--- config.mk ---
export PLATFORM = sky130hd
export DESIGN_NAME = vdpm_ctrl
export DESIGN_NICKNAME = d
export VERILOG_FILES = /design/src/rtl/vdpm_pkg.sv /design/src/rtl/vdpm_filt_if.sv /design/src/rtl/vdpm_ctrl.sv /design/src/rtl/vdpm_glitch_filt.sv
export VERILOG_INCLUDE_DIRS = /design/src /design/src/rtl
export SDC_FILE = /design/constraint.sdc
export NUM_CORES = 1
export LEC_CHECK = 0
export ABC_AREA = 0
export ABC_CLOCK_PERIOD_IN_PS = 4600
export BUFFER_PORTS_ARGS = -buffer_cell sky130_fd_sc_hd__buf_2
export CORE_MARGIN = 1
export CORE_UTILIZATION = 58
export CTS_CLUSTER_SIZE = 20
export DETAILED_ROUTE_END_ITERATION = 8
export PLACE_DENSITY = 0.81
export SYNTH_ARGS = -nofsm -noshare
export SYNTH_HDL_FRONTEND = slang
export SYNTH_SLANG_ARGS = --single-unit
--- constraint.sdc ---
create_clock -name ref_clk -period 4.6 [get_ports ref_clk]
set_input_delay 0 -clock ref_clk [delete_from_list [all_inputs] [get_ports ref_clk]]
set_output_delay 0 -clock ref_clk [all_outputs]
set_load 0.01 [all_outputs]
--- src/rtl/vdpm_defs.svh ---
/*
 * Constants of the voltage-code decode and phase-mode control block.
 * Assumes the includer runs on a 100 MHz ref_clk.
 */
`ifndef VDPM_DEFS_SVH
`define VDPM_DEFS_SVH

`define VDPM_CODE_W 6
`define VDPM_MV_W 11
`define VDPM_MV_TOP_HI 11'd1550
`define VDPM_MV_TOP_LO 11'd762
`define VDPM_STEP_HI 11'd25
`define VDPM_HALF_LO 11'd25
`define VDPM_PER_W 10
`define VDPM_PERIOD_CYC 10'd333
`define VDPM_HALF_CYC 10'd166
`define VDPM_IDLE_PERIODS 3'd2
`define VDPM_DE_PERIODS 3'd7
`define VDPM_STARTUP_PERIODS 8'd64
`define VDPM_TRIM_W 8
`define VDPM_TRIM_ZERO 8'h80
`define VDPM_SENSE_W 10

`endif

--- src/rtl/vdpm_pkg.sv ---
/*
 * Types of the phase-mode control block.
 * Assumes vdpm_defs.svh is included alongside.
 */
`default_nettype none
package vdpm_pkg;
  typedef enum logic [2:0] {
    VDPM_START = 3'b000,
    VDPM_TWO = 3'b001,
    VDPM_SHED = 3'b010,
    VDPM_ONE = 3'b011,
    VDPM_DE = 3'b100
  } vdpm_mode_t;
endpackage : vdpm_pkg
`default_nettype wire

--- src/rtl/vdpm_filt_if.sv ---
/*
 * Carrier between mode control and the glitch filter.
 * Assumes one clock domain.
 */
`timescale 1ns/10ps
`default_nettype none
interface vdpm_filt_if;
  logic period_tick;
  logic want_single;
  logic idle_ok;
  logic de_ok;
  modport ctrl (output period_tick, output want_single, input idle_ok, input de_ok);
  modport filt (input period_tick, input want_single, output idle_ok, output de_ok);
endinterface : vdpm_filt_if
`default_nettype wire

--- src/rtl/vdpm_ctrl.sv ---
/*
 * Voltage-code decode and phase-mode control of a two-phase buck controller.
 * Assumes volt_code and sleep_indicator_n are synchronous to ref_clk, and that
 * the analog side reports ramp completion, per-phase current sense, idle-phase
 * zero current and reverse inductor current as synchronous levels.
 */
`timescale 1ns/10ps
`default_nettype none
`include "vdpm_defs.svh"
module vdpm_ctrl (
  input wire logic ref_clk,
  input wire logic sys_rst,
  input wire logic regulator_enable,
  input wire logic [5:0] volt_code,
  input wire logic sleep_indicator_n,
  input wire logic ramp_done,
  input wire logic [9:0] phase_current_sense1,
  input wire logic [9:0] phase_current_sense2,
  input wire logic idle_phase_zero,
  input wire logic reverse_current,
  output logic [10:0] target_mv_r,
  output logic phase1_pulse_r,
  output logic phase2_pulse_r,
  output logic phase2_enable_r,
  output logic diode_emul_r,
  output logic low_side_off_r,
  output logic shed_current_r,
  output logic active_phases_r,
  output logic [7:0] trim1_r,
  output logic [7:0] trim2_r
);
  vdpm_pkg::vdpm_mode_t mode_r;
  vdpm_pkg::vdpm_mode_t mode_nxt;
  logic [9:0] per_cnt_r;
  logic [7:0] start_cnt_r;
  logic [5:0] code_prev_r;
  logic code_chg;
  logic ramp_hold_r;
  vdpm_filt_if fif ();

  // ****************************
  // code decode
  // ****************************
  function automatic logic [10:0] vdpm_decode(input logic [5:0] c);
    logic [10:0] lo5;
    lo5 = {6'd0, c[4:0]};
    if (!c[5])
      vdpm_decode = `VDPM_MV_TOP_HI - 11'(lo5 * `VDPM_STEP_HI);
    else
      vdpm_decode = `VDPM_MV_TOP_LO - 11'((lo5 * `VDPM_HALF_LO) >> 1);
  endfunction : vdpm_decode

  always_ff @(posedge ref_clk or posedge sys_rst) begin
    if (sys_rst) begin
      target_mv_r <= `VDPM_MV_TOP_HI;
    end else begin
      target_mv_r <= vdpm_decode(volt_code);
    end
  end

  always_ff @(posedge ref_clk or posedge sys_rst) begin
    if (sys_rst) begin
      code_prev_r <= 6'h00;
    end else begin
      code_prev_r <= volt_code;
    end
  end
  assign code_chg = code_prev_r != volt_code;

  // ramp in progress from a code change until ramp_done
  always_ff @(posedge ref_clk or posedge sys_rst) begin
    if (sys_rst) begin
      ramp_hold_r <= 1'b0;
    end else if (code_chg) begin
      ramp_hold_r <= 1'b1;
    end else if (ramp_done) begin
      ramp_hold_r <= 1'b0;
    end
  end

  // ****************************
  // switching period time base
  // ****************************
  always_ff @(posedge ref_clk or posedge sys_rst) begin
    if (sys_rst) begin
      per_cnt_r <= 10'd0;
    end else if (per_cnt_r == `VDPM_PERIOD_CYC - 10'd1) begin
      per_cnt_r <= 10'd0;
    end else begin
      per_cnt_r <= per_cnt_r + 10'd1;
    end
  end

  // phase 1 at count 0, phase 2 half a period later
  always_ff @(posedge ref_clk or posedge sys_rst) begin
    if (sys_rst) begin
      phase1_pulse_r <= 1'b0;
      phase2_pulse_r <= 1'b0;
    end else begin
      phase1_pulse_r <= regulator_enable && per_cnt_r == 10'd0;
      phase2_pulse_r <= regulator_enable && phase2_enable_r && per_cnt_r == `VDPM_HALF_CYC;
    end
  end

  assign fif.period_tick = per_cnt_r == 10'd0;
  assign fif.want_single = !sleep_indicator_n && mode_r != vdpm_pkg::VDPM_START;

  vdpm_glitch_filt u_filt (
    .ref_clk(ref_clk),
    .sys_rst(sys_rst),
    .f(fif.filt)
  );

  // ****************************
  // start-up interval
  // ****************************
  always_ff @(posedge ref_clk or posedge sys_rst) begin
    if (sys_rst) begin
      start_cnt_r <= 8'd0;
    end else if (!regulator_enable) begin
      start_cnt_r <= 8'd0;
    end else if (fif.period_tick && start_cnt_r != `VDPM_STARTUP_PERIODS) begin
      start_cnt_r <= start_cnt_r + 8'd1;
    end
  end

  // ****************************
  // mode machine
  // ****************************
  always_comb begin
    mode_nxt = mode_r;
    unique case (mode_r)
      vdpm_pkg::VDPM_START: begin
        if (start_cnt_r == `VDPM_STARTUP_PERIODS)
          mode_nxt = vdpm_pkg::VDPM_TWO;
      end
      vdpm_pkg::VDPM_TWO: begin
        // a ramp in flight delays shedding
        if (fif.idle_ok && !ramp_hold_r && !code_chg)
          mode_nxt = vdpm_pkg::VDPM_SHED;
      end
      vdpm_pkg::VDPM_SHED: begin
        if (sleep_indicator_n || code_chg)
          mode_nxt = vdpm_pkg::VDPM_TWO;
        else if (idle_phase_zero)
          mode_nxt = vdpm_pkg::VDPM_ONE;
      end
      vdpm_pkg::VDPM_ONE: begin
        if (sleep_indicator_n || code_chg)
          mode_nxt = vdpm_pkg::VDPM_TWO;
        else if (fif.de_ok)
          mode_nxt = vdpm_pkg::VDPM_DE;
      end
      vdpm_pkg::VDPM_DE: begin
        if (sleep_indicator_n || code_chg)
          mode_nxt = vdpm_pkg::VDPM_TWO;
      end
      default: mode_nxt = vdpm_pkg::VDPM_START;
    endcase
    if (!regulator_enable)
      mode_nxt = vdpm_pkg::VDPM_START;
  end

  always_ff @(posedge ref_clk or posedge sys_rst) begin
    if (sys_rst) begin
      mode_r <= vdpm_pkg::VDPM_START;
    end else begin
      mode_r <= mode_nxt;
    end
  end

  // outputs registered from the next mode so they align with mode_r
  always_ff @(posedge ref_clk or posedge sys_rst) begin
    if (sys_rst) begin
      phase2_enable_r <= 1'b1;
      active_phases_r <= 1'b1;
      diode_emul_r <= 1'b0;
      shed_current_r <= 1'b0;
    end else begin
      phase2_enable_r <= mode_nxt inside {vdpm_pkg::VDPM_START, vdpm_pkg::VDPM_TWO, vdpm_pkg::VDPM_SHED};
      active_phases_r <= mode_nxt inside {vdpm_pkg::VDPM_START, vdpm_pkg::VDPM_TWO, vdpm_pkg::VDPM_SHED};
      diode_emul_r <= mode_nxt == vdpm_pkg::VDPM_DE;
      shed_current_r <= mode_nxt == vdpm_pkg::VDPM_SHED;
    end
  end

  always_ff @(posedge ref_clk or posedge sys_rst) begin
    if (sys_rst) begin
      low_side_off_r <= 1'b0;
    end else begin
      low_side_off_r <= mode_r == vdpm_pkg::VDPM_DE && reverse_current;
    end
  end

  // ****************************
  // current balancing
  // ****************************
  // one trim step per period; trim2 mirrors trim1 so the sum stays constant, except at trim1 8'h00 where trim2 wraps to 8'h00
  always_ff @(posedge ref_clk or posedge sys_rst) begin
    if (sys_rst) begin
      trim1_r <= `VDPM_TRIM_ZERO;
      trim2_r <= `VDPM_TRIM_ZERO;
    end else if (!phase2_enable_r) begin
      trim1_r <= `VDPM_TRIM_ZERO;
      trim2_r <= `VDPM_TRIM_ZERO;
    end else if (fif.period_tick) begin
      if (phase_current_sense1 > phase_current_sense2 && trim1_r != 8'h00) begin
        trim1_r <= trim1_r - 8'h01;
        trim2_r <= trim2_r + 8'h01;
      end else if (phase_current_sense1 < phase_current_sense2 && trim1_r != 8'hFF) begin
        trim1_r <= trim1_r + 8'h01;
        trim2_r <= trim2_r - 8'h01;
      end
    end
  end
endmodule : vdpm_ctrl
`default_nettype wire

--- src/rtl/vdpm_glitch_filt.sv ---
/*
 * Glitch filter counting switching periods of a persistent single-phase request.
 * Assumes period_tick is one-cycle per switching period.
 */
`timescale 1ns/10ps
`default_nettype none
`include "vdpm_defs.svh"
module vdpm_glitch_filt (
  input wire logic ref_clk,
  input wire logic sys_rst,
  vdpm_filt_if.filt f
);
  logic [3:0] cnt_r;

  // ****************************
  // period counter
  // ****************************
  always_ff @(posedge ref_clk or posedge sys_rst) begin
    if (sys_rst) begin
      cnt_r <= 4'h0;
    end else if (!f.want_single) begin
      cnt_r <= 4'h0;
    end else if (f.period_tick && cnt_r != ({1'b0, `VDPM_DE_PERIODS} + 4'h1)) begin
      cnt_r <= cnt_r + 4'h1;
    end
  end

  // first tick lands at any phase of the period, so one tick beyond the
  // threshold is needed before whole periods are guaranteed
  assign f.idle_ok = cnt_r > {1'b0, `VDPM_IDLE_PERIODS};
  assign f.de_ok = cnt_r > {1'b0, `VDPM_DE_PERIODS};
endmodule : vdpm_glitch_filt
`default_nettype wire

Word-level counts from Yosys, hierarchy flattened
Index checks and enable logic that the tools add are counted.
Widths: inputs -> output; s select.
- flip-flop bits (word level): 65
- bits in latches: 0
- memory bits (writable): 0
- memory bits (read-only): 0
- memories kept: 0
- add/sub/neg operators: 9
- multipliers: 1
- divide/modulo/power cells: 0
- magnitude comparators: 4
- equal/unequal tests: 18
- shift-type cells: 0
- multiplexer cells: 25
- bitwise logic cells: 0
- reductions and logical operators: 23
- operator list (kind ; number):
    $mux 8 ; 10
    $add 8x1->8 const B ; 3
    $mux 3 ; 8
    $sub 8x1->8 const B ; 2
    $pmux 3 s5 ; 1
    $logic_and 1x1->1 ; 11
    $mux 11 ; 1
    $sub 10x9->11 const A ; 1
    $sub 11x10->11 const A ; 1
    $add 10x1->10 const B ; 1
    $eq 10x8->1 const B ; 1
    $eq 10x9->1 const B ; 1
    $gt 10x10->1 ; 1
    $logic_not 10->1 ; 1
    $lt 10x10->1 ; 1
    $mul 5x5->10 const B ; 1
    $mux 10 ; 1
    $eq 3x2->1 const B ; 3
    $eq 8x7->1 const B ; 1
    $mux 4 ; 2
    $ne 8x7->1 const B ; 1
    $ne 8x8->1 const B ; 1
    $reduce_bool 8->1 ; 1
    $eq 3x1->1 const B ; 2
    other kinds (16) ; 23

Logic depth before layout (Yosys ltp)
- depth in word-level cells: 8
- depth in mapped cells: 14
- depth with buffers taken out: 14

Modules after synthesis
Synthesis repeated with hierarchy kept, for this count alone.
- cells, all modules: 445
- area total of the unflattened synthesis: 4314.1 µm²
- modules (own cells, without submodules) (module ; instances ; cells an instance ; area each (µm²) ; sequential area each (µm²)):
    vdpm_ctrl ; 1 ; 417 ; 4061.4 ; 1536.5
    vdpm_glitch_filt ; 1 ; 28 ; 252.7 ; 100.1

Least setup slack after synthesis
No wires, ideal clock.
- path kind: register -> register
- start point: reg trim1_r[7]
- end point: reg trim2_r[7]
- arrival time: 3.264 ns
- data required time: 4.518 ns
- setup slack: 1.254 ns
- stages on the path, launching flop included: 12
- path buffers: 0
- clock period less this slack: 3.346 ns
- path through: dfstp_2 nor4_1 a32oi_1 nor2b_1 inv_1 ha_1 nand3_1 o211ai_1 nor4_1 o311a_2 a31oi_1 mux2_2
- longest elaborated chain between the ends: 5
- elaborated cells on any way between the ends: 9
- those cells by class: eq/ne (2); mux (3); reduce/logical (4)
- RTL lines (item ; line ; text):
    from (decl) ; vdpm_ctrl.sv:29 ; output logic [7:0] trim1_r,
    from (signal assigned) ; vdpm_ctrl.sv:201 ; trim1_r <= `VDPM_TRIM_ZERO;
    from (signal assigned) ; vdpm_ctrl.sv:204 ; trim1_r <= `VDPM_TRIM_ZERO;
    from (signal assigned) ; vdpm_ctrl.sv:208 ; trim1_r <= trim1_r - 8'h01;
    $reduce_bool 8->1 ; vdpm_ctrl.sv:207 ; if (phase_current_sense1 > phase_current_sense2 && trim1_r != 8'h00) begin
    $logic_and 1x1->1 ; vdpm_ctrl.sv:207 ;
    $mux 8 ; vdpm_ctrl.sv:207 ;
    $mux 8 ; vdpm_ctrl.sv:206 ; end else if (fif.period_tick) begin
    $mux 8 ; vdpm_ctrl.sv:203 ; end else if (!phase2_enable_r) begin
    to (signal assigned) ; vdpm_ctrl.sv:202 ; trim2_r <= `VDPM_TRIM_ZERO;
    to (signal assigned) ; vdpm_ctrl.sv:205 ; trim2_r <= `VDPM_TRIM_ZERO;
    to (signal assigned) ; vdpm_ctrl.sv:209 ; trim2_r <= trim2_r + 8'h01;
    to (decl) ; vdpm_ctrl.sv:30 ; output logic [7:0] trim2_r
Parallel ways exist; a longest one is shown, timed or not. The select of a mux whose other input is x is not followed.
A chain may end at the register's enable or synchronous reset.

Final worst setup path
Same ends and word-level chain as after synthesis.

==> qor.txt <==
Status -> complete, no violations
Library cell appearing most often on the critical path -> nor4_1
CTS clk-pin slew, worst paths -> 70 ps
Hold_ws -> 205 ps
Shortest period the worst path allows -> 3840 ps
Share of layout cells above drive strength 1 -> 0.194
Post-route clock skew -> 15.5 ps
Worst IR drop on VDD -> 0.188 mV
Compound-cell area share of the yosys netlist -> 0.105
Ordered cell list for the critical path -> nor4_1, a32oi_1, nor2b_1, inv_1, ha_1, nand3_1, o211ai_1, nor4_1, o311a_2, a31oi_1, mux2_2
DRT antenna net count -> 0
Largest stage delay on the critical path -> 670 ps
Synth warnings -> 0
Share of cell area taken by muxes after synthesis -> 0.0260
Type of the worst setup path -> flop to flop
I/O pin count -> 67
Most used flip-flop cell after synthesis -> dfrtp_1
Antenna violations before repair -> 0
Post-Syn Instances -> 447
Final Max Slew Viols -> 0
Total negative slack for setup checks -> 0 ps
Pin count of the biggest net entering global routing -> 66
Synthesized net count -> 530
Total power divided by cell area -> 319 nW/um2
Total Wirelength -> 8880 um
Cell type of the slowest stage on the worst timing path -> nor2b_1
Portion of the clock cycle consumed by the worst path in the final layout -> 0.835
Post-synth cell types -> 57
Share of synthesized area occupied by flip-flops and latches -> 0.377
First-pass GRT wire length -> 14900 um
Setup Slack @ Placement -> 792 ps
Critical path endpoint category -> flop
Met2 Track Usage GR -> 0.439
Number of buffers added on ports -> 66
GRT met1 Usage -> 0.298
Xor-xnor portion of the synthesized cell area -> 0.107
Total die area -> 7820 um2
Met3 demand-to-capacity share in global routing -> 0.0653
Worst setup margin -> 760 ps
Die height -> 88.5 um
Worst Path Arrival -> 4100 ps
Unrepaired setup endpoints after global routing -> no
Hold violation count in the final report -> 0
Synthesis-to-layout area growth -> 15.6%
Remaining global-route overflow -> 0
Count of buffering cells on the critical path with inverters included -> 1
Count of max-cap constraint violations -> 0
Number of enable flip-flop cells after synthesis -> 0
Top fanout value on the critical path -> 10
Kind of start point of the critical path -> flop
Adder-cell share of the synthesized area -> 0.149
Starting utilization of the core area -> 0.598
Worst Tran Pin Value -> 1070 ps
Horizontal die dimension -> 88.5 um
Average wire per cell in the routed design -> 14.1 um
Total via count in the routed design -> 3467
Post-synthesis register bit count -> 65
Detailed router's first-iteration violation count -> 185
H-tree depth -> 3
Weighted congestion at the end of routability-driven global placement -> 0.853
Average footprint of a synthesized cell -> 9.70 um2
Peak clock frequency supported by timing -> 260 MHz
# clock sinks -> 65
Clock insertion delay at the later pin of the skew report -> 350 ps
Fillers -> 552
Final number of setup-violating endpoints -> 0
Family with the most delay on the worst path -> compound AO/OA/AOI/OAI gates
Routed via count divided by cell count -> 5.51
Main combinational cell family by area after synthesis -> simple AND/OR/NAND/NOR gates
Final nets -> 608
Post-CTS Repair Setup Buffers -> 0
Total routing resource utilization after global routing -> 0.248
Number of core rows -> 31
Path type of the worst min-delay path -> input port to flop
Synthesized cell area -> 4340 um2
Most used routing layer in global routing -> met2
Remaining routing DRC violations -> 0
Largest buffer count on any clock path -> 2
Endpoint required time on the critical path -> 4860 ps
TritonCTS clock tree -> yes
Simple logic cell fraction of the synthesized area -> 0.190
Buffer cell driving the clock tree root -> clkbuf_8
Detailed Routing Iterations Pass 1 -> 4
Core Footprint -> 7250 um2
Normalized max-slew margin -> 0.283
Share of flip-flops with an asynchronous set or reset after synthesis -> 1.00
Number of CTS-inserted buffers -> 9
Via count of the first global-routing pass -> 3348
Static Leakage -> 2.36 nW
ANT cells -> 0
Placed wire-length estimate after detailed placement -> 6200 um
## per-stage QoR
stage / util / instances / total power [mW] / instance area (um2)
after floorplan: - / 447 / 1.04 / 4340
after global routing: 0.691 / 629 / 1.71 / 5010
after detailed placement: 0.653 / 602 / 1.18 / 4740
final: 0.691 / 629 / 1.60 / 5010
after CTS: 0.691 / 629 / 1.61 / 5010
after global placement: 0.653 / 602 / 1.16 / 4740
## cells in the final DEF, fill, tap and decap left out, types with 9 or more instances in the layout
| master | synthesis | routed |
|---|---|---|
| inv_1 | 35 | 34 |
| dfrtp_1 | 57 | 57 |
| nor2_1 | 36 | 36 |
| nand4_1 | 12 | 12 |
| dlygate4sd3_1 | 0 | 11 |
| nand3_1 | 20 | 20 |
| xnor2_1 | 37 | 37 |
| nor3_1 | 12 | 12 |
| and2_1 | 10 | 10 |
| mux2i_1 | 9 | 9 |
| buf_2 | 1 | 66 |
| nand2_1 | 29 | 29 |
| xor2_1 | 16 | 16 |
| clkbuf_8 | 0 | 9 |
| a21oi_1 | 19 | 19 |
| ha_1 | 47 | 47 |
| o21ai_0 | 10 | 10 |
## synth_stat cells, types with 7 or more instances
cell | instances | share of area
dfrtp_1 | 57 | 0.33
ha_1 | 47 | 0.14
xnor2_1 | 37 | 0.075
nor2_1 | 36 | 0.031
inv_1 | 35 | 0.030
nand2_1 | 29 | 0.025
nand3_1 | 20 | 0.023
a21oi_1 | 19 | 0.022
xor2_1 | 16 | 0.032
nand4_1 | 12 | 0.017
nor3_1 | 12 | 0.014
and2_1 | 10 | 0.014
o21ai_0 | 10 | 0.012
mux2i_1 | 9 | 0.021
dfstp_2 | 8 | 0.048
clkbuf_1 | 7 | 0.0061
## report_power, final
part / switching [mW] / total (mW) / internal, mW
clock: 0.224 / 0.418 / 0.195
combinational: 0.288 / 0.518 / 0.230
sequential: 0.0332 / 0.661 / 0.627
## flip-flops by register name (all words and copies together), names as in the netlist, 3 cells and up
name and flops:
target_mv_r 11, per_cnt_r 10, start_cnt_r 8, trim1_r 8, trim2_r 8, code_prev_r 6
u_filt.cnt_r 4, mode_r 3
## per-layer routing
layer	routed length [um]	vias up
met5	0	-
met4	92	0
met3	393	8
met2	4400	78
met1	4000	1658
li1	-	1723
## worst min-delay path: cells and delay by family
kind            cells  cell delay, ps
simple gates        1             140
buf+inv             1              80
compound gates      2             230
fa+ha+maj           1             110
## kinds of logic (layout without fill, tap and decap cells)
logic type,after synthesis,count (layout)
simple gates,155,155
xor+xnor,53,53
compound gates,67,67
buf+inv,46,129
mux,11,11
flops,65,65
fa+ha+maj,50,50
## path summary, 6_finish.rpt
kind                       cells after the start  slack, ps                     from                         end
max in group asynchronous                      4       3620                  sys_rst      trim1_r[0]$_DFFE_PP0P_
min in group asynchronous                      4        420                  sys_rst  start_cnt_r[7]$_DFFE_PP0P_
hold / removal                                 5        210  phase_current_sense2[0]      trim1_r[7]$_DFFE_PP1P_
hold reg to reg                                1        530   per_cnt_r[9]$_DFF_PP0_      per_cnt_r[9]$_DFF_PP0_
setup reg to reg                              11        760   trim1_r[7]$_DFFE_PP1P_      trim2_r[7]$_DFFE_PP1P_
setup / recovery                              11        760   trim1_r[7]$_DFFE_PP1P_      trim2_r[7]$_DFFE_PP1P_
## final cells by class
type	count	area [um2]	area share
Clock buffer	11	131	0.0262
Clock inverter	5	33.8	0.00674
Inverter	35	131	0.0262
Multi-Input combinational cell	336	2510	0.500
Sequential cell	65	1640	0.327
Tap cell	99	124	0.0247
Timing Repair Buffer	78	448	0.0894
## what timing repair did
item                                    4_1_cts  5_1_grt
endpoints found under the hold margin        76        0
gates resized for setup                       0        0
hold buffers                                 11        0
endpoints found under the setup margin        0        0
(Power assumes the default switching activity.)
